[config.mk]
export PLATFORM = sky130hd
export DESIGN_NAME = modem_host_status_flags
export DESIGN_NICKNAME = d
export VERILOG_FILES = /design/src/common/modem_pkg.sv /design/src/rtl/modem_host_status_flags.sv /design/src/rtl/tx_fifo.sv
export SDC_FILE = /design/constraint.sdc
export NUM_CORES = 1
export LEC_CHECK = 0
export ABC_AREA = 1
export BUFFER_PORTS_ARGS = -buffer_cell sky130_fd_sc_hd__buf_2
export CORE_UTILIZATION = 50
export CTS_CLUSTER_SIZE = 12
export DETAILED_ROUTE_END_ITERATION = 10
export PLACE_DENSITY = 0.65
export SYNTH_ARGS = -nofsm -noshare
export SYNTH_HDL_FRONTEND = slang
export SYNTH_SLANG_ARGS = --single-unit
export TNS_END_PERCENT = 5
[constraint.sdc]
create_clock -name clk_sys -period 5.2 [get_ports clk_sys]
set_clock_uncertainty 0.1 [all_clocks]
set_input_delay 1.04 -clock clk_sys [delete_from_list [all_inputs] [get_ports clk_sys]]
set_output_delay 1.04 -clock clk_sys [all_outputs]
set_load 0.02 [all_outputs]
[src/common/modem_pkg.sv]
`default_nettype none
package modem_pkg;

  // ****************************************
  // timing
  // ****************************************
  localparam int CLK_PERIOD_NS = 100;
  localparam int BIT_PERIOD_NS = 833333;
  localparam int BIT_CYCLES = BIT_PERIOD_NS / CLK_PERIOD_NS;
  localparam int MARK_TIME_MS = 160;
  localparam int MARK_CYCLES = (MARK_TIME_MS * 1000000) / CLK_PERIOD_NS;
  localparam int WINDOW_BITS = 8;
  localparam int DIBITS_PER_BYTE = 4;
  localparam int TX_FIFO_DEPTH = 8;

  // ****************************************
  // register offsets
  // ****************************************
  localparam logic [7:0] SETUP_CONFIG_ADDR = 8'hE0;
  localparam logic [7:0] GAIN_CONFIG_ADDR = 8'hE2;
  localparam logic [7:0] TX_BYTE_BUFFER_ADDR = 8'hE3;
  localparam logic [7:0] TX_MODULATOR_CONFIG_ADDR = 8'hE7;
  localparam logic [7:0] RX_DEMOD_CONFIG_ADDR = 8'hE8;
  localparam logic [7:0] RX_BYTE_BUFFER_ADDR = 8'hEA;
  localparam logic [7:0] SIGNALLING_STATUS_ADDR = 8'hEC;
  localparam logic [7:0] EVENT_MASK_ADDR = 8'hEE;
  localparam logic [7:0] EVENT_FLAGS_ADDR = 8'hEF;

  // ****************************************
  // fields and reset values
  // ****************************************
  localparam int CFG_ENABLE_BIT = 1;
  localparam int CFG_BAND_BIT = 0;
  localparam int DET_SEL_LO_BIT = 4;
  localparam int ST_RING_BIT = 6;
  localparam int ST_CALL_BIT = 5;
  localparam int ST_CARRIER_BIT = 4;
  localparam int ST_ANSWER_BIT = 3;
  localparam int ST_MARK_BIT = 0;
  localparam logic [7:0] REG_RESET = 8'h00;

  // detector select codes
  localparam logic [1:0] DET_NONE = 2'h0;
  localparam logic [1:0] DET_CALL = 2'h1;
  localparam logic [1:0] DET_CARRIER = 2'h2;
  localparam logic [1:0] DET_ANSWER = 2'h3;

  // equaliser routes
  localparam logic [1:0] EQ_BYPASS = 2'h0;
  localparam logic [1:0] EQ_LOW = 2'h1;
  localparam logic [1:0] EQ_HIGH = 2'h2;

  // phase change codes from the demodulator
  localparam logic [1:0] PH_0 = 2'h0;
  localparam logic [1:0] PH_90 = 2'h1;
  localparam logic [1:0] PH_180 = 2'h2;
  localparam logic [1:0] PH_270 = 2'h3;

endpackage
`default_nettype wire

[src/rtl/modem_host_status_flags.sv]
`timescale 1ns/100ps
`default_nettype none
module modem_host_status_flags
  import modem_pkg::*;
#(
  parameter int BIT_CYC = BIT_CYCLES,
  parameter int MARK_CYC = MARK_CYCLES
) (
  input wire logic clk_sys, // system clock
  input wire logic rst, // synchronous reset
  input wire logic bus_sel_n, // serial bus select, low active
  input wire logic bus_clk, // serial bus clock
  input wire logic bus_cmd, // serial command data in
  output logic bus_reply_out, // serial reply data
  output logic bus_reply_oe, // reply driver enable
  output logic interrupt_request_line_n, // interrupt, low active
  input wire logic ring_node, // ring/reversal sense, async
  input wire logic call_progress_tone_seen, // raw call progress detector
  input wire logic carrier_seen, // raw carrier detector
  input wire logic answer_tone_seen, // raw answer tone detector
  input wire logic rx_mark_level, // unscrambled one on received data
  input wire logic rx_dibit_valid, // phase change strobe
  input wire logic [1:0] rx_phase, // phase change code
  input wire logic rx_parity_bad, // parity of current char wrong
  output logic [7:0] tx_byte_data, // byte to modulator
  output logic tx_byte_valid, // byte available to modulator
  input wire logic tx_byte_ready, // modulator takes byte
  output logic [7:0] gain_setting, // gain block setting
  output logic [7:0] tx_mode_setting, // modulator configuration
  output logic [7:0] rx_mode_setting, // demodulator configuration
  output logic [1:0] tx_eq_route, // transmit equaliser route
  output logic [1:0] rx_eq_route // receive equaliser route
);

  // ****************************************
  // helpers
  // ****************************************
  function automatic logic [1:0] phase_to_dibit(input logic [1:0] ph);
    logic [1:0] d;
    d = 2'h0;
    unique case (ph)
      PH_90: d = 2'h0;
      PH_0: d = 2'h1;
      PH_270: d = 2'h3;
      PH_180: d = 2'h2;
    endcase
    return d;
  endfunction

  function automatic logic [1:0] eq_route(input logic band, input logic other);
    return (band == other) ? EQ_BYPASS : (band ? EQ_HIGH : EQ_LOW);
  endfunction

  // ****************************************
  // pin synchronisers
  // ****************************************
  logic [1:0] sel_sync_reg;
  logic [2:0] sclk_sync_reg;
  logic [1:0] cmd_sync_reg;
  logic [1:0] ring_sync_reg;
  logic sel_act;
  logic sclk_rise;
  logic sclk_fall;

  always_ff @(posedge clk_sys) begin
    if (rst) begin
      sel_sync_reg <= 2'h3;
      sclk_sync_reg <= 3'h0;
      cmd_sync_reg <= 2'h0;
      ring_sync_reg <= 2'h0;
    end else begin
      sel_sync_reg <= {sel_sync_reg[0], bus_sel_n};
      sclk_sync_reg <= {sclk_sync_reg[1:0], bus_clk};
      cmd_sync_reg <= {cmd_sync_reg[0], bus_cmd};
      ring_sync_reg <= {ring_sync_reg[0], ring_node};
    end
  end

  assign sel_act = ~sel_sync_reg[1];
  assign sclk_rise = sclk_sync_reg[1] & ~sclk_sync_reg[2];
  assign sclk_fall = ~sclk_sync_reg[1] & sclk_sync_reg[2];

  // ****************************************
  // configuration registers
  // ****************************************
  logic [7:0] setup_config_reg;
  logic [7:0] gain_config_reg;
  logic [7:0] tx_modulator_config_reg;
  logic [7:0] rx_demod_config_reg;
  logic [7:0] event_mask_reg;
  logic [7:0] event_flags_reg;
  logic [7:0] status_reg;
  logic [7:0] rx_byte_buffer_reg;
  logic wr_strobe;
  logic rd_strobe;
  logic [7:0] bus_addr_reg;
  logic [7:0] bus_data;
  logic rx_en;
  logic tx_en;
  logic [1:0] det_sel;

  assign rx_en = rx_demod_config_reg[CFG_ENABLE_BIT];
  assign tx_en = tx_modulator_config_reg[CFG_ENABLE_BIT];
  assign det_sel = setup_config_reg[DET_SEL_LO_BIT +: 2];

  always_ff @(posedge clk_sys) begin
    if (rst) begin
      setup_config_reg <= REG_RESET;
      gain_config_reg <= REG_RESET;
      tx_modulator_config_reg <= REG_RESET;
      rx_demod_config_reg <= REG_RESET;
      event_mask_reg <= REG_RESET;
    end else if (wr_strobe) begin
      unique case (bus_addr_reg)
        SETUP_CONFIG_ADDR: setup_config_reg <= bus_data;
        GAIN_CONFIG_ADDR: gain_config_reg <= bus_data;
        TX_MODULATOR_CONFIG_ADDR: tx_modulator_config_reg <= bus_data;
        RX_DEMOD_CONFIG_ADDR: rx_demod_config_reg <= bus_data;
        EVENT_MASK_ADDR: event_mask_reg <= bus_data;
        default: ;
      endcase
    end
  end

  // ****************************************
  // serial bus slave
  // ****************************************
  logic [3:0] bit_cnt_reg;
  logic [7:0] cmd_shift_reg;
  logic [7:0] reply_shift_reg;
  logic reading_reg;
  logic addr_done;
  logic is_read_addr;
  logic [7:0] read_value;
  logic [7:0] addr_next;

  assign addr_next = {cmd_shift_reg[6:0], cmd_sync_reg[1]};
  assign bus_data = addr_next;
  assign addr_done = sel_act & sclk_rise & (bit_cnt_reg == 4'h7);
  assign wr_strobe = sel_act & sclk_rise & (bit_cnt_reg == 4'hF) & ~reading_reg;
  assign is_read_addr = (addr_next == RX_BYTE_BUFFER_ADDR) ||
                        (addr_next == SIGNALLING_STATUS_ADDR) ||
                        (addr_next == EVENT_FLAGS_ADDR);
  assign rd_strobe = addr_done & is_read_addr;

  always_comb begin
    read_value = REG_RESET;
    unique case (addr_next)
      RX_BYTE_BUFFER_ADDR: read_value = rx_byte_buffer_reg;
      SIGNALLING_STATUS_ADDR: read_value = status_reg;
      EVENT_FLAGS_ADDR: read_value = event_flags_reg;
      default: read_value = REG_RESET;
    endcase
  end

  always_ff @(posedge clk_sys) begin
    if (rst || !sel_act) begin
      bit_cnt_reg <= 4'h0;
      cmd_shift_reg <= 8'h00;
      reading_reg <= 1'b0;
      reply_shift_reg <= 8'h00;
      bus_reply_out <= 1'b0;
    end else begin
      if (sclk_rise) begin
        bit_cnt_reg <= bit_cnt_reg + 4'h1;
        cmd_shift_reg <= addr_next;
      end
      if (addr_done) begin
        bus_addr_reg <= addr_next;
        reading_reg <= is_read_addr;
        reply_shift_reg <= read_value;
      end
      if (sclk_fall && reading_reg) begin
        bus_reply_out <= reply_shift_reg[7];
        reply_shift_reg <= {reply_shift_reg[6:0], 1'b0};
      end
    end
  end

  always_ff @(posedge clk_sys) begin
    if (rst) begin
      bus_reply_oe <= 1'b0;
    end else begin
      bus_reply_oe <= sel_act & (reading_reg | rd_strobe);
    end
  end

  // ****************************************
  // bit period divider
  // ****************************************
  logic [15:0] div_reg;
  logic bit_tick;

  assign bit_tick = (div_reg == 16'(BIT_CYC - 1));

  always_ff @(posedge clk_sys) begin
    if (rst || bit_tick) begin
      div_reg <= 16'h0000;
    end else begin
      div_reg <= div_reg + 16'h0001;
    end
  end

  // ****************************************
  // receive byte assembly
  // ****************************************
  logic [5:0] rx_shift_reg;
  logic [1:0] dibit_cnt_reg;
  logic byte_done;
  logic rx_unread_reg;
  logic [3:0] rx_win_reg;
  logic rx_overrun;

  assign byte_done = rx_en & rx_dibit_valid & (dibit_cnt_reg == 2'(DIBITS_PER_BYTE - 1));
  assign rx_overrun = rx_unread_reg & bit_tick & (rx_win_reg == 4'(WINDOW_BITS - 1));

  always_ff @(posedge clk_sys) begin
    if (rst || !rx_en) begin
      rx_shift_reg <= 6'h00;
      dibit_cnt_reg <= 2'h0;
    end else if (rx_dibit_valid) begin
      rx_shift_reg <= {rx_shift_reg[3:0], phase_to_dibit(rx_phase)};
      dibit_cnt_reg <= dibit_cnt_reg + 2'h1;
    end
  end

  always_ff @(posedge clk_sys) begin
    if (rst) begin
      rx_byte_buffer_reg <= REG_RESET;
    end else if (byte_done) begin
      rx_byte_buffer_reg <= {rx_shift_reg, phase_to_dibit(rx_phase)};
    end
  end

  // read window counts free-running bit divider ticks from the ready flag, so its first period can be partial
  always_ff @(posedge clk_sys) begin
    if (rst) begin
      rx_unread_reg <= 1'b0;
      rx_win_reg <= 4'h0;
    end else if (byte_done) begin
      rx_unread_reg <= 1'b1;
      rx_win_reg <= 4'h0;
    end else if (rd_strobe && addr_next == RX_BYTE_BUFFER_ADDR) begin
      rx_unread_reg <= 1'b0;
    end else if (rx_overrun) begin
      rx_unread_reg <= 1'b0;
    end else if (rx_unread_reg && bit_tick) begin
      rx_win_reg <= rx_win_reg + 4'h1;
    end
  end

  // ****************************************
  // signalling status
  // ****************************************
  logic [23:0] mark_cnt_reg;
  logic mark_full;
  logic [7:0] status_next;

  assign mark_full = (mark_cnt_reg == 24'(MARK_CYC));

  always_ff @(posedge clk_sys) begin
    if (rst || !rx_en || !rx_mark_level) begin
      mark_cnt_reg <= 24'h000000;
    end else if (!mark_full) begin
      mark_cnt_reg <= mark_cnt_reg + 24'h000001;
    end
  end

  always_comb begin
    status_next = REG_RESET;
    status_next[ST_RING_BIT] = ring_sync_reg[1];
    status_next[ST_CALL_BIT] = rx_en & (det_sel == DET_CALL) & call_progress_tone_seen;
    status_next[ST_CARRIER_BIT] = rx_en & (det_sel == DET_CARRIER) & carrier_seen;
    status_next[ST_ANSWER_BIT] = rx_en & (det_sel == DET_ANSWER) & answer_tone_seen;
    status_next[ST_MARK_BIT] = rx_en & mark_full;
  end

  always_ff @(posedge clk_sys) begin
    if (rst) begin
      status_reg <= REG_RESET;
    end else begin
      status_reg <= status_next;
    end
  end

  // ****************************************
  // transmit buffer
  // ****************************************
  logic tx_in_ready;
  logic tx_load;
  logic tx_pop;
  logic tx_wait_reg;
  logic [3:0] tx_win_reg;
  logic tx_underrun;

  assign tx_load = wr_strobe & (bus_addr_reg == TX_BYTE_BUFFER_ADDR);
  assign tx_pop = tx_byte_valid & tx_byte_ready;
  assign tx_underrun = tx_wait_reg & bit_tick & (tx_win_reg == 4'(WINDOW_BITS - 1));

  tx_fifo #(
    .WIDTH(8),
    .DEPTH(TX_FIFO_DEPTH)
  ) u_tx_fifo (
    .clk_sys(clk_sys),
    .rst(rst),
    .in_data(bus_data),
    .in_valid(tx_load),
    .in_ready(tx_in_ready),
    .out_data(tx_byte_data),
    .out_valid(tx_byte_valid),
    .out_ready(tx_byte_ready & tx_en)
  );

  always_ff @(posedge clk_sys) begin
    if (rst || !tx_en) begin
      tx_wait_reg <= 1'b0;
      tx_win_reg <= 4'h0;
    end else if (tx_pop) begin
      tx_wait_reg <= 1'b1;
      tx_win_reg <= 4'h0;
    end else if (tx_load || tx_underrun) begin
      tx_wait_reg <= 1'b0;
    end else if (tx_wait_reg && bit_tick) begin
      tx_win_reg <= tx_win_reg + 4'h1;
    end
  end

  // ****************************************
  // event flags and interrupt
  // ****************************************
  logic [7:0] ev;

  always_comb begin
    ev = 8'h00;
    ev[7] = byte_done & rx_parity_bad;
    ev[6] = status_next[ST_RING_BIT] ^ status_reg[ST_RING_BIT];
    ev[5] = |(status_next[ST_CALL_BIT:ST_ANSWER_BIT] ^ status_reg[ST_CALL_BIT:ST_ANSWER_BIT]);
    ev[4] = rx_overrun;
    ev[3] = byte_done;
    ev[2] = tx_underrun & tx_en;
    ev[1] = tx_pop & tx_en;
    ev[0] = status_next[ST_MARK_BIT] ^ status_reg[ST_MARK_BIT];
  end

  always_ff @(posedge clk_sys) begin
    if (rst) begin
      event_flags_reg <= REG_RESET;
    end else if (rd_strobe && addr_next == EVENT_FLAGS_ADDR) begin
      event_flags_reg <= ev;
    end else begin
      event_flags_reg <= event_flags_reg | ev;
    end
  end

  always_ff @(posedge clk_sys) begin
    if (rst) begin
      interrupt_request_line_n <= 1'b1;
    end else begin
      interrupt_request_line_n <= ~|(event_flags_reg & event_mask_reg);
    end
  end

  // ****************************************
  // outputs and equaliser routing
  // ****************************************
  always_ff @(posedge clk_sys) begin
    if (rst) begin
      tx_eq_route <= EQ_BYPASS;
      rx_eq_route <= EQ_BYPASS;
    end else begin
      tx_eq_route <= eq_route(tx_modulator_config_reg[CFG_BAND_BIT],
                              rx_demod_config_reg[CFG_BAND_BIT]);
      rx_eq_route <= eq_route(rx_demod_config_reg[CFG_BAND_BIT],
                              tx_modulator_config_reg[CFG_BAND_BIT]);
    end
  end

  assign gain_setting = gain_config_reg;
  assign tx_mode_setting = tx_modulator_config_reg;
  assign rx_mode_setting = rx_demod_config_reg;
endmodule
`default_nettype wire

[src/rtl/tx_fifo.sv]
`timescale 1ns/100ps
`default_nettype none
module tx_fifo #(
  parameter int WIDTH = 8,
  parameter int DEPTH = 8
) (
  input wire logic clk_sys, // system clock
  input wire logic rst, // synchronous reset
  input wire logic [WIDTH-1:0] in_data, // write data
  input wire logic in_valid, // write request
  output logic in_ready, // space available
  output logic [WIDTH-1:0] out_data, // head word
  output logic out_valid, // word available
  input wire logic out_ready // consumer takes word
);
  localparam int AW = $clog2(DEPTH);
  logic [WIDTH-1:0] mem [DEPTH];
  logic [AW-1:0] wr_ptr_reg;
  logic [AW-1:0] rd_ptr_reg;
  logic [AW:0] count_reg;
  logic push;
  logic pop;

  assign in_ready = (count_reg != (AW+1)'(DEPTH));
  assign out_valid = (count_reg != '0);
  assign out_data = mem[rd_ptr_reg];
  assign push = in_valid & in_ready;
  assign pop = out_valid & out_ready;

  always_ff @(posedge clk_sys) begin
    if (push) begin
      mem[wr_ptr_reg] <= in_data;
    end
  end

  always_ff @(posedge clk_sys) begin
    if (rst) begin
      wr_ptr_reg <= '0;
      rd_ptr_reg <= '0;
      count_reg <= '0;
    end else begin
      if (push) begin
        wr_ptr_reg <= (wr_ptr_reg == AW'(DEPTH - 1)) ? '0 : wr_ptr_reg + 1'b1;
      end
      if (pop) begin
        rd_ptr_reg <= (rd_ptr_reg == AW'(DEPTH - 1)) ? '0 : rd_ptr_reg + 1'b1;
      end
      count_reg <= count_reg + (AW+1)'(push) - (AW+1)'(pop);
    end
  end
endmodule
`default_nettype wire
==> results of run 1 <==
-- how the worst min path moves through the flow --
stage | slack, ps | endpoint | depth (start not counted) | from
2_1_floorplan | 290 | cmd_sync_reg[1] | 2 | cmd_sync_reg[0]
3_3_place_gp | 300 | ring_sync_reg[1] | 2 | ring_sync_reg[0]
3_5_place_dp | 310 | ring_sync_reg[1] | 2 | ring_sync_reg[0]
4_1_cts | 310 | ring_sync_reg[1] | 2 | ring_sync_reg[0]
5_1_grt | 340 | ring_sync_reg[1] | 2 | ring_sync_reg[0]
6_report | 310 | ring_sync_reg[1] | 2 | ring_sync_reg[0]
-- cell families after synthesis --
logic type	count (synthesis)	synth area share, %
compound gates	175	9.66
buf+inv	145	5.60
xor+xnor	15	1.34
simple gates	594	25.7
fa+ha+maj	21	2.75
flops	234	55.0
-- power breakdown --
group          switching (mW)  total [mW]  internal [mW]  leakage [nW]
registers             0.00768        1.89           1.88          1.87
logic                  0.0320      0.0474         0.0154          1.76
clock network           0.703        1.76           1.05         0.406
total                   0.743        3.69           2.95          4.04
-- critical path, delay by kind of cell, from the launching register on --
family / cells / cell delay (ps)
buf+inv: 3 / 1080
compound gates: 1 / 310
flops: 1 / 290
simple gates: 3 / 230
-- through the flow --
step           util, %  instance area, um^2  hold slack, ps  total power [mW]  setup slack, ps
2_1_floorplan        -                 9830             288              1.95             2700
3_3_place_gp      54.5                10300             303              1.97             2040
3_5_place_dp      54.5                10300             309              1.97             2000
4_1_cts           58.9                11200             315              3.72             1580
5_1_grt           58.9                11200             344              3.80             1350
6_report          58.9                11200             306              3.69             1620
-- placed cells by master, fill, tap and decap left out, types with 2 or more instances in the layout --
| master | instances |
|---|---|
| nor3_2 | 2 |
| nand3b_1 | 2 |
| or2_2 | 4 |
| nor2_2 | 3 |
| a211oi_1 | 2 |
| nand2_1 | 227 |
| dfxtp_1 | 162 |
| xor2_1 | 8 |
| nor3b_1 | 5 |
| nand3_2 | 2 |
| buf_4 | 3 |
| o32ai_1 | 16 |
| nor3_1 | 19 |
| inv_1 | 113 |
| a21oi_1 | 73 |
| clkbuf_16 | 27 |
| ha_1 | 20 |
| buf_2 | 54 |
| nor2_1 | 231 |
| nand4_1 | 24 |
| nand3_1 | 63 |
| nor4_1 | 6 |
| clkinv_1 | 4 |
| clkbuf_1 | 9 |
| xnor2_1 | 7 |
| edfxtp_1 | 72 |
| clkbuf_8 | 7 |
| o21ai_0 | 81 |
-- synthesized netlist by cell type (2+ instances only) --
master,number
nor2_1,231
nand2_1,227
dfxtp_1,162
inv_1,113
o21ai_0,81
a21oi_1,73
edfxtp_1,72
nand3_1,63
nand4_1,24
clkbuf_1,22
ha_1,20
nor3_1,19
o32ai_1,16
xor2_1,8
xnor2_1,7
nor4_1,6
buf_2,5
nor3b_1,5
clkinv_1,4
or2_2,4
nor2_2,3
a211oi_1,2
nand3_2,2
nand3b_1,2
nor3_2,2
-- per-layer routing --
metal	global-route usage (%)	routed length [um]
met5	0	0
met4	5.38	262
met3	3.10	953
met2	37.0	10000
met1	30.3	10600
-- layout make-up --
type                       count  area, um^2  share of cell area [%]
clock buffer                  44         811                    7.27
clock inverter                 2        13.8                   0.123
inverter                     117         439                    3.94
multi-input combinational    805        3870                    34.7
sequential                   234        5410                    48.4
tap                          260         325                    2.92
timing repair buffer          57         293                    2.62
==> impl_metrics.yaml, run 1 <==
synthesis:
  async_flop_share_pct: 0
  yosysWarnings: 0
  ys_types: 36
  synth_area_leader_cell: "dfxtp_1"
  netlist_area_um2: 9830
  synth_area_leaders: "dfxtp_1 (33%), edfxtp_1 (22%), nor2_1 (8.8%), nand2_1 (8.7%), inv_1 (4.3%)"
  synth_nets: 1220
  syn_area_per_cell_um2: 8.30
  ys_seq_area_share_pct: 55.0
  synthCells: 1184
  synth_top_area_share_pct: 33.0
  synth_ff_type: "dfxtp_1"
  synth_seq_cells: 234
  synth_edf_count: 72
clock_tree:
  clk_path_buf_depth: 3
  cts_setup_buffers: 0
  root_buffer: "clkbuf_16"
  h-tree-depth: 1
  clock_latency_ps: 520
  postCtsHoldBufs: 0
  cts_resized: 0
  cts_tree: "built"
  cts_buffers: 26
  clock_sinks: 234
  path_clk_slew_ps: 60
power:
  power.density_nw_per_um2: 331
  ir_worst_vdd_uv: 262
  p_leak_nw: 4.04
floorplanning:
  die_w_um: 142
  io_pins: 55
  rows: 50
  start_util_pct: 51.8
  core_area_um2: 19000
  fp.dieArea_um2: 20200
  die_y_um: 142
cells_and_area:
  largest_reg_flops: 64
  synthToLayoutAreaGrowth_pct: 13.5
  fillCellCount: 1708
  layoutNonFillerInstCount: 1519
  num-nets-final: 1277
  drive_above_1_share_pct: 8.58
  antenna_cells: 0
sta:
  finalCriticalPeriod_ps: 3580
  relSlewSlack_pct: 35.0
  period_share_pct: 68.9
  worst_slew_pin_slew_ps: 973
  drv_slew: 0
  finalSetupTns_ps: 0
  setup_viol: 0
  hold_violations: 0
  grt_setup_unrepaired: "false"
  fmax_mhz: 279
status:
  status: "completed"
route:
  first_pass_iters: 6
  routedWlPerCell_um: 14.4
  finalWirelength_um: 21800
  antenna_left: 0
  dr_total_vias: 7798
  vias_per_cell: 5.13
  drt_iter0_drc: 408
  remaining_drc_errors: 0
worst_setup_path:
  crit_chain: "buf_4 -> inv_1 -> nor2_1 -> o32ai_1 -> nand2_1 -> nand2_1 -> buf_2"
  r2r-start: "bit_cnt_reg[1]"
  path_common_cell: "nand2_1"
  max_stage_delay_ps: 720
  critical_path_class: "flop to output pin"
  reg2reg_to: "u_tx_fifo.mem[7][3]"
  critical_path_arrival_ps: 2440
  worstRegToRegCells: 7
  endpoint_kind: "output pin"
  critical_path_required_ps: 4060
  ff2ff_setup_slack_ps: 2450
  cp_max_fo: 33
  cp-start-kind: "flop"
  critical-path-slowest-cell: "inv_1"
  crit_path_end: "tx_byte_data[2]"
placement:
  dp.cells: 1473
  place_congestion: 0.817
  numPortBuffers: 54
  dp.final_hpwl_um: 15000
grt:
  track_usage_pct: 22.2
  gr-total-overflow: 0
  grt_max_degree: 47
  grt_pass1_vias: 7217
  grt_first_pass_wirelength_um: 35800
  antenna_found_initial: 0
worst_hold_path:
  hold_class: "flop to flop"
run:
  timing.max_cap.violations: 0
(Power assumes the default switching activity.)
==> run 2: changes to the inputs <==
--- a/config.mk
+++ b/config.mk
@@ -10,7 +10,7 @@
 export CORE_UTILIZATION = 50
 export CTS_CLUSTER_SIZE = 12
 export DETAILED_ROUTE_END_ITERATION = 10
-export PLACE_DENSITY = 0.65
+export PLACE_DENSITY = 0.68
 export SYNTH_ARGS = -nofsm -noshare
 export SYNTH_HDL_FRONTEND = slang
 export SYNTH_SLANG_ARGS = --single-unit
==> constraint.sdc (replaced) <==
create_clock -name clk_sys -period 3 [get_ports clk_sys]
set_clock_uncertainty 0.1 [all_clocks]
set_input_delay 0.6 -clock clk_sys [delete_from_list [all_inputs] [get_ports clk_sys]]
set_output_delay 0.6 -clock clk_sys [all_outputs]
set_load 0.02 [all_outputs]
==> impl_metrics.yaml, run 2 (same netlist as run 1, synthesis figures left out) <==
status:
  status: "completed"
placement:
  numPortBuffers: 54
  dp.cells: 1490
  place_congestion: 0.875
  pre_cts_ws_ps: 461
  place_area_um2: 10500
  dp.final_hpwl_um: 15500
route:
  drt_iter0_drc: 507
  dr_total_vias: 7972
  antenna_left: 0
  remaining_drc_errors: 0
  first_pass_iters: 5
  vias_per_cell: 5.19
  finalWirelength_um: 22000
  routedWlPerCell_um: 14.3
clock_tree:
  cts_setup_buffers: 0
  cts_resized: 0
  root_buffer: "clkbuf_16"
  clock_sinks: 234
  cts_tree: "built"
  h-tree-depth: 1
  postCtsHoldBufs: 0
  clk_path_buf_depth: 3
  clock_latency_ps: 510
  path_clk_slew_ps: 60
  cts_buffers: 25
power:
  p_leak_nw: 4.09
  power.density_nw_per_um2: 555
  ir_worst_vdd_uv: 402
worst_setup_path:
  critical_path_arrival_ps: 1880
  crit_chain: "buf_4 -> nor2_1 -> o32ai_1 -> nand2_1 -> nand2_1 -> buf_2"
  endpoint_kind: "output pin"
  max_stage_delay_ps: 360
  reg2reg_to: "u_tx_fifo.mem[6][4]"
  path_common_cell: "nand2_1"
  cp_max_fo: 32
  critical-path-slowest-cell: "o32ai_1"
  cp-start-kind: "flop"
  critical_path_required_ps: 2300
  r2r-start: "bit_cnt_reg[1]"
  critPathTopFamily: "buffers and inverters"
  cp_num_buf_inv: 2
  critical_path_class: "flop to output pin"
  worstRegToRegCells: 6
  ff2ff_setup_slack_ps: 460
grt:
  gr-total-overflow: 0
  grt_pass1_vias: 7429
  track_usage_pct: 22.6
  grt_max_degree: 46
  antenna_found_initial: 0
  grt_first_pass_wirelength_um: 36500
sta:
  setup_viol: 0
  drv_slew: 0
  hold_violations: 0
  period_share_pct: 86.1
  finalCriticalPeriod_ps: 2580
  relSlewSlack_pct: 37.5
  finalSetupTns_ps: 0
  worst_slew_pin_slew_ps: 935
  fmax_mhz: 387
  postLayoutSetupSlackWorst_ps: 418
  grt_setup_unrepaired: "false"
cells_and_area:
  postLayoutCellArea_um2: 11200
  drive_above_1_share_pct: 9.49
  fillCellCount: 1695
  synthToLayoutAreaGrowth_pct: 14.2
  multi_input_area_um2: 3870
  regArea_um2: 5410
  final_common_cell: "nor2_1"
  mostFrequentLayoutCells: "nor2_1 (231), nand2_1 (227), dfxtp_1 (161)"
  layoutNonFillerInstCount: 1535
  num-nets-final: 1293
  antenna_cells: 0
  largest_reg_flops: 64
  postLayoutCoreUtil_pct: 59.2
floorplanning:
  die_w_um: 142
  start_util_pct: 51.8
  rows: 50
  core_area_um2: 19000
  die_y_um: 142
  io_pins: 55
  fp.dieArea_um2: 20200
worst_hold_path:
  worstHoldPathCells: 2
  hold_class: "input pin to flop"
  hold_end: "sel_sync_reg[0]"
  min_from: "bus_sel_n"
run:
  timing.max_cap.violations: 0
==> run 2: where the power goes <==
group | switching, mW | leakage, nW | internal (mW) | total (mW)
combinational | 0.0565 | 1.85 | 0.0271 | 0.0836
clock | 1.18 | 0.367 | 1.70 | 2.88
sequential | 0.0117 | 1.87 | 3.26 | 3.27
==> run 2: worst max-delay path by stage <==
| stage | start | endpoint | cells past startpoint |
|---|---|---|---|
| final | flop | tx_byte_data[6] | 6 |
| after floorplan | u_tx_fifo.count_reg[2] | u_tx_fifo.count_reg[2] | 11 |
| after global placement | bit_cnt_reg[0] | u_tx_fifo.mem[7][1] | 7 |
| after detailed placement | bit_cnt_reg[1] | u_tx_fifo.mem[6][4] | 6 |
| after CTS | flop | tx_byte_data[5] | 5 |
| after global routing | bit_cnt_reg[1] | u_tx_fifo.mem[7][1] | 7 |
==> run 2: layout make-up <==
cell class / count / share of cell area [%]
flip-flops and latches: 234 / 48.2
clock buffers: 40 / 6.34
well taps: 260 / 2.90
multi-input cells: 805 / 34.5
inverters: 117 / 3.91
clock inverters: 5 / 0.457
repair buffers: 74 / 3.74
==> run 2: per-stage QoR <==
stage,power (mW),hold slack (ps)
3_3_place_gp,3.42,295
4_1_cts,6.28,161
2_1_floorplan,3.39,288
3_5_place_dp,3.42,296
6_report,6.23,174
5_1_grt,6.42,174
==> run 2: metal layers <==
| layer | vias to the layer above | GRT usage, % | part of all wire, % |
|---|---|---|---|
| li1 | 4068 | - | - |
| met1 | 3637 | 30.4 | 46 |
| met2 | 228 | 38.1 | 46 |
| met3 | 39 | 2.79 | 5.3 |
| met4 | 0 | 6.73 | 2.2 |
| met5 | - | 0 | 0 |
==> run 3: changes to the inputs <==
--- a/config.mk
+++ b/config.mk
@@ -13,5 +13,6 @@
 export PLACE_DENSITY = 0.68
 export SYNTH_ARGS = -nofsm -noshare
 export SYNTH_HDL_FRONTEND = slang
+export SYNTH_HIERARCHICAL = 1
 export SYNTH_SLANG_ARGS = --single-unit
 export TNS_END_PERCENT = 5
==> impl_metrics.yaml, run 3 <==
placement:
  dp.final_hpwl_um: 15200
  place_congestion: 0.819
  numPortBuffers: 54
worst_setup_path:
  ff2ff_setup_slack_ps: 320
  endpoint_kind: "output pin"
  critical_path_class: "flop to output pin"
  path_common_cell: "nand2_1"
  critical_path_required_ps: 2300
  critical-path-slowest-cell: "dfxtp_1"
  max_stage_delay_ps: 780
  crit_chain: "inv_4 -> nand3_1 -> nand2_1 -> nand2_1 -> nand2_1 -> buf_2"
  cp-start-kind: "flop"
  critical_path_arrival_ps: 2020
  cp_max_fo: 17
route:
  remaining_drc_errors: 0
  first_pass_iters: 5
  vias_per_cell: 4.98
  dr_total_vias: 8299
  finalWirelength_um: 22200
  routedWlPerCell_um: 13.3
  antenna_left: 0
  drt_iter0_drc: 524
sta:
  hold_ws_ps: 165
  setup_viol: 0
  finalSetupTns_ps: 0
  grt_setup_unrepaired: "false"
  finalCriticalPeriod_ps: 2720
  drv_slew: 0
  hold_violations: 0
  relSlewSlack_pct: 52.0
  fmax_mhz: 368
  worst_slew_pin_slew_ps: 719
  period_share_pct: 90.5
cells_and_area:
  antenna_cells: 0
  synthToLayoutAreaGrowth_pct: 14.1
  largest_reg_flops: 64
  mostFrequentLayoutCells: "nand2_1 (330), inv_1 (177), dfxtp_1 (162)"
  num-nets-final: 1415
  final_common_cell: "nand2_1"
  fillCellCount: 1842
  drive_above_1_share_pct: 11.4
floorplanning:
  die_y_um: 146
  fp.dieArea_um2: 21400
  core_area_um2: 20300
  rows: 52
  start_util_pct: 51.3
  die_w_um: 146
  io_pins: 55
synthesis:
  async_flop_share_pct: 0
  synth_common_cells: "nand2_1 (330), inv_1 (177), dfxtp_1 (162), nor2_1 (140), nand3_1 (100)"
  synth_edf_count: 72
  synth_area_leaders: "dfxtp_1 (31%), edfxtp_1 (21%), nand2_1 (12%), inv_1 (6.4%), nor2_1 (5.0%)"
  synthCells: 1299
  ys_types: 43
  synth_seq_cells: 234
  ys_seq_area_share_pct: 51.9
  netlist_area_um2: 10400
  syn_area_per_cell_um2: 8.01
  synth_nets: 1336
  synth_area_leader_cell: "dfxtp_1"
  synth_ff_type: "dfxtp_1"
  synth_top_area_share_pct: 31.2
  yosysWarnings: 6
  post-synth-top-count-cell: "nand2_1"
clock_tree:
  h-tree-depth: 1
  clock_sinks: 234
  cts_setup_buffers: 0
  cts_tree: "built"
  clk_path_buf_depth: 3
  cts_resized: 0
  cts_buffers: 26
  root_buffer: "clkbuf_16"
  path_clk_slew_ps: 60
  clock_latency_ps: 530
  postCtsHoldBufs: 0
grt:
  track_usage_pct: 21.1
  grt_pass1_vias: 7651
  gr-total-overflow: 0
  grt_first_pass_wirelength_um: 37100
  antenna_found_initial: 0
  grt_max_degree: 33
power:
  p_comb_share_pct: 1.4
  ir_worst_vdd_uv: 438
  p_leak_nw: 4.91
  pwr-share-seq_pct: 51.1
  swShare_pct: 20.3
  power.density_nw_per_um2: 538
  intPower_mw: 5.09
  total_power_mw: 6.38
  p_switching_mw: 1.30
  pwr-share-clk_pct: 47.4
worst_hold_path:
  hold_class: "input pin to flop"
run:
  timing.max_cap.violations: 0
status:
  status: "completed"
## run 3: cells by family after synthesis
kind of cell	count (synthesis)	share of synthesized area (%)
fa+ha+maj	22	2.72
flops	234	51.9
xor+xnor	17	1.43
compound gates	150	7.61
buf+inv	221	8.68
simple gates	655	27.6
## run 3: final cells by class
type | instances | area (um^2) | share of cell area, %
Inverter | 191 | 722 | 6.08
Sequential cell | 234 | 5410 | 45.5
Clock buffer | 42 | 792 | 6.67
Tap cell | 270 | 338 | 2.85
Timing Repair Buffer | 81 | 473 | 3.98
Multi-Input combinational cell | 844 | 4100 | 34.6
Clock inverter | 6 | 35.0 | 0.295
## run 3: metrics by stage
stage	util (%)	setup slack, ps	instance area, um^2	std cells
floorplan	-	198	10400	1299
global placement	54.4	367	11000	1620
detailed placement	54.4	313	11000	1620
CTS	58.5	248	11900	1668
global route	58.5	150	11900	1668
finish	58.5	284	11900	1668
## run 3: metal layers
layer,wire (um),global-route usage [%],vias to the layer above
met5,0,0,-
li1,-,-,4339
met4,376,5.31,0
met3,804,2.28,29
met2,10500,35.6,157
met1,10600,28.9,3774
## run 3: power by group through the flow
| stage | logic, mW | clock network [mW] | registers (mW) |
|---|---|---|---|
| final | 0.0904 | 3.03 | 3.26 |
| after detailed placement | 0.0907 | 0 | 3.33 |
| after global placement | 0.0903 | 0 | 3.33 |
| after floorplan | 0.0553 | 0 | 3.33 |
| after global routing | 0.104 | 3.22 | 3.26 |
| after CTS | 0.0912 | 3.10 | 3.26 |
## run 3: worst max-delay path, delay by kind of cell (launching register included)
kind                   cells  cell delay, ps
DFF                        1             780
and+or+nand+nor            4             340
buffers and inverters      2             360
## run 3: worst paths after layout
kind                                       start                endpoint  cells past startpoint
worst max-delay path                        flop         tx_byte_data[4]                      6
worst min-delay path                   bus_sel_n         sel_sync_reg[0]                      2
worst max register to register    bit_cnt_reg[0]  u_tx_fifo/count_reg[2]                     12
worst min register to register  ring_sync_reg[0]        ring_sync_reg[1]                      2
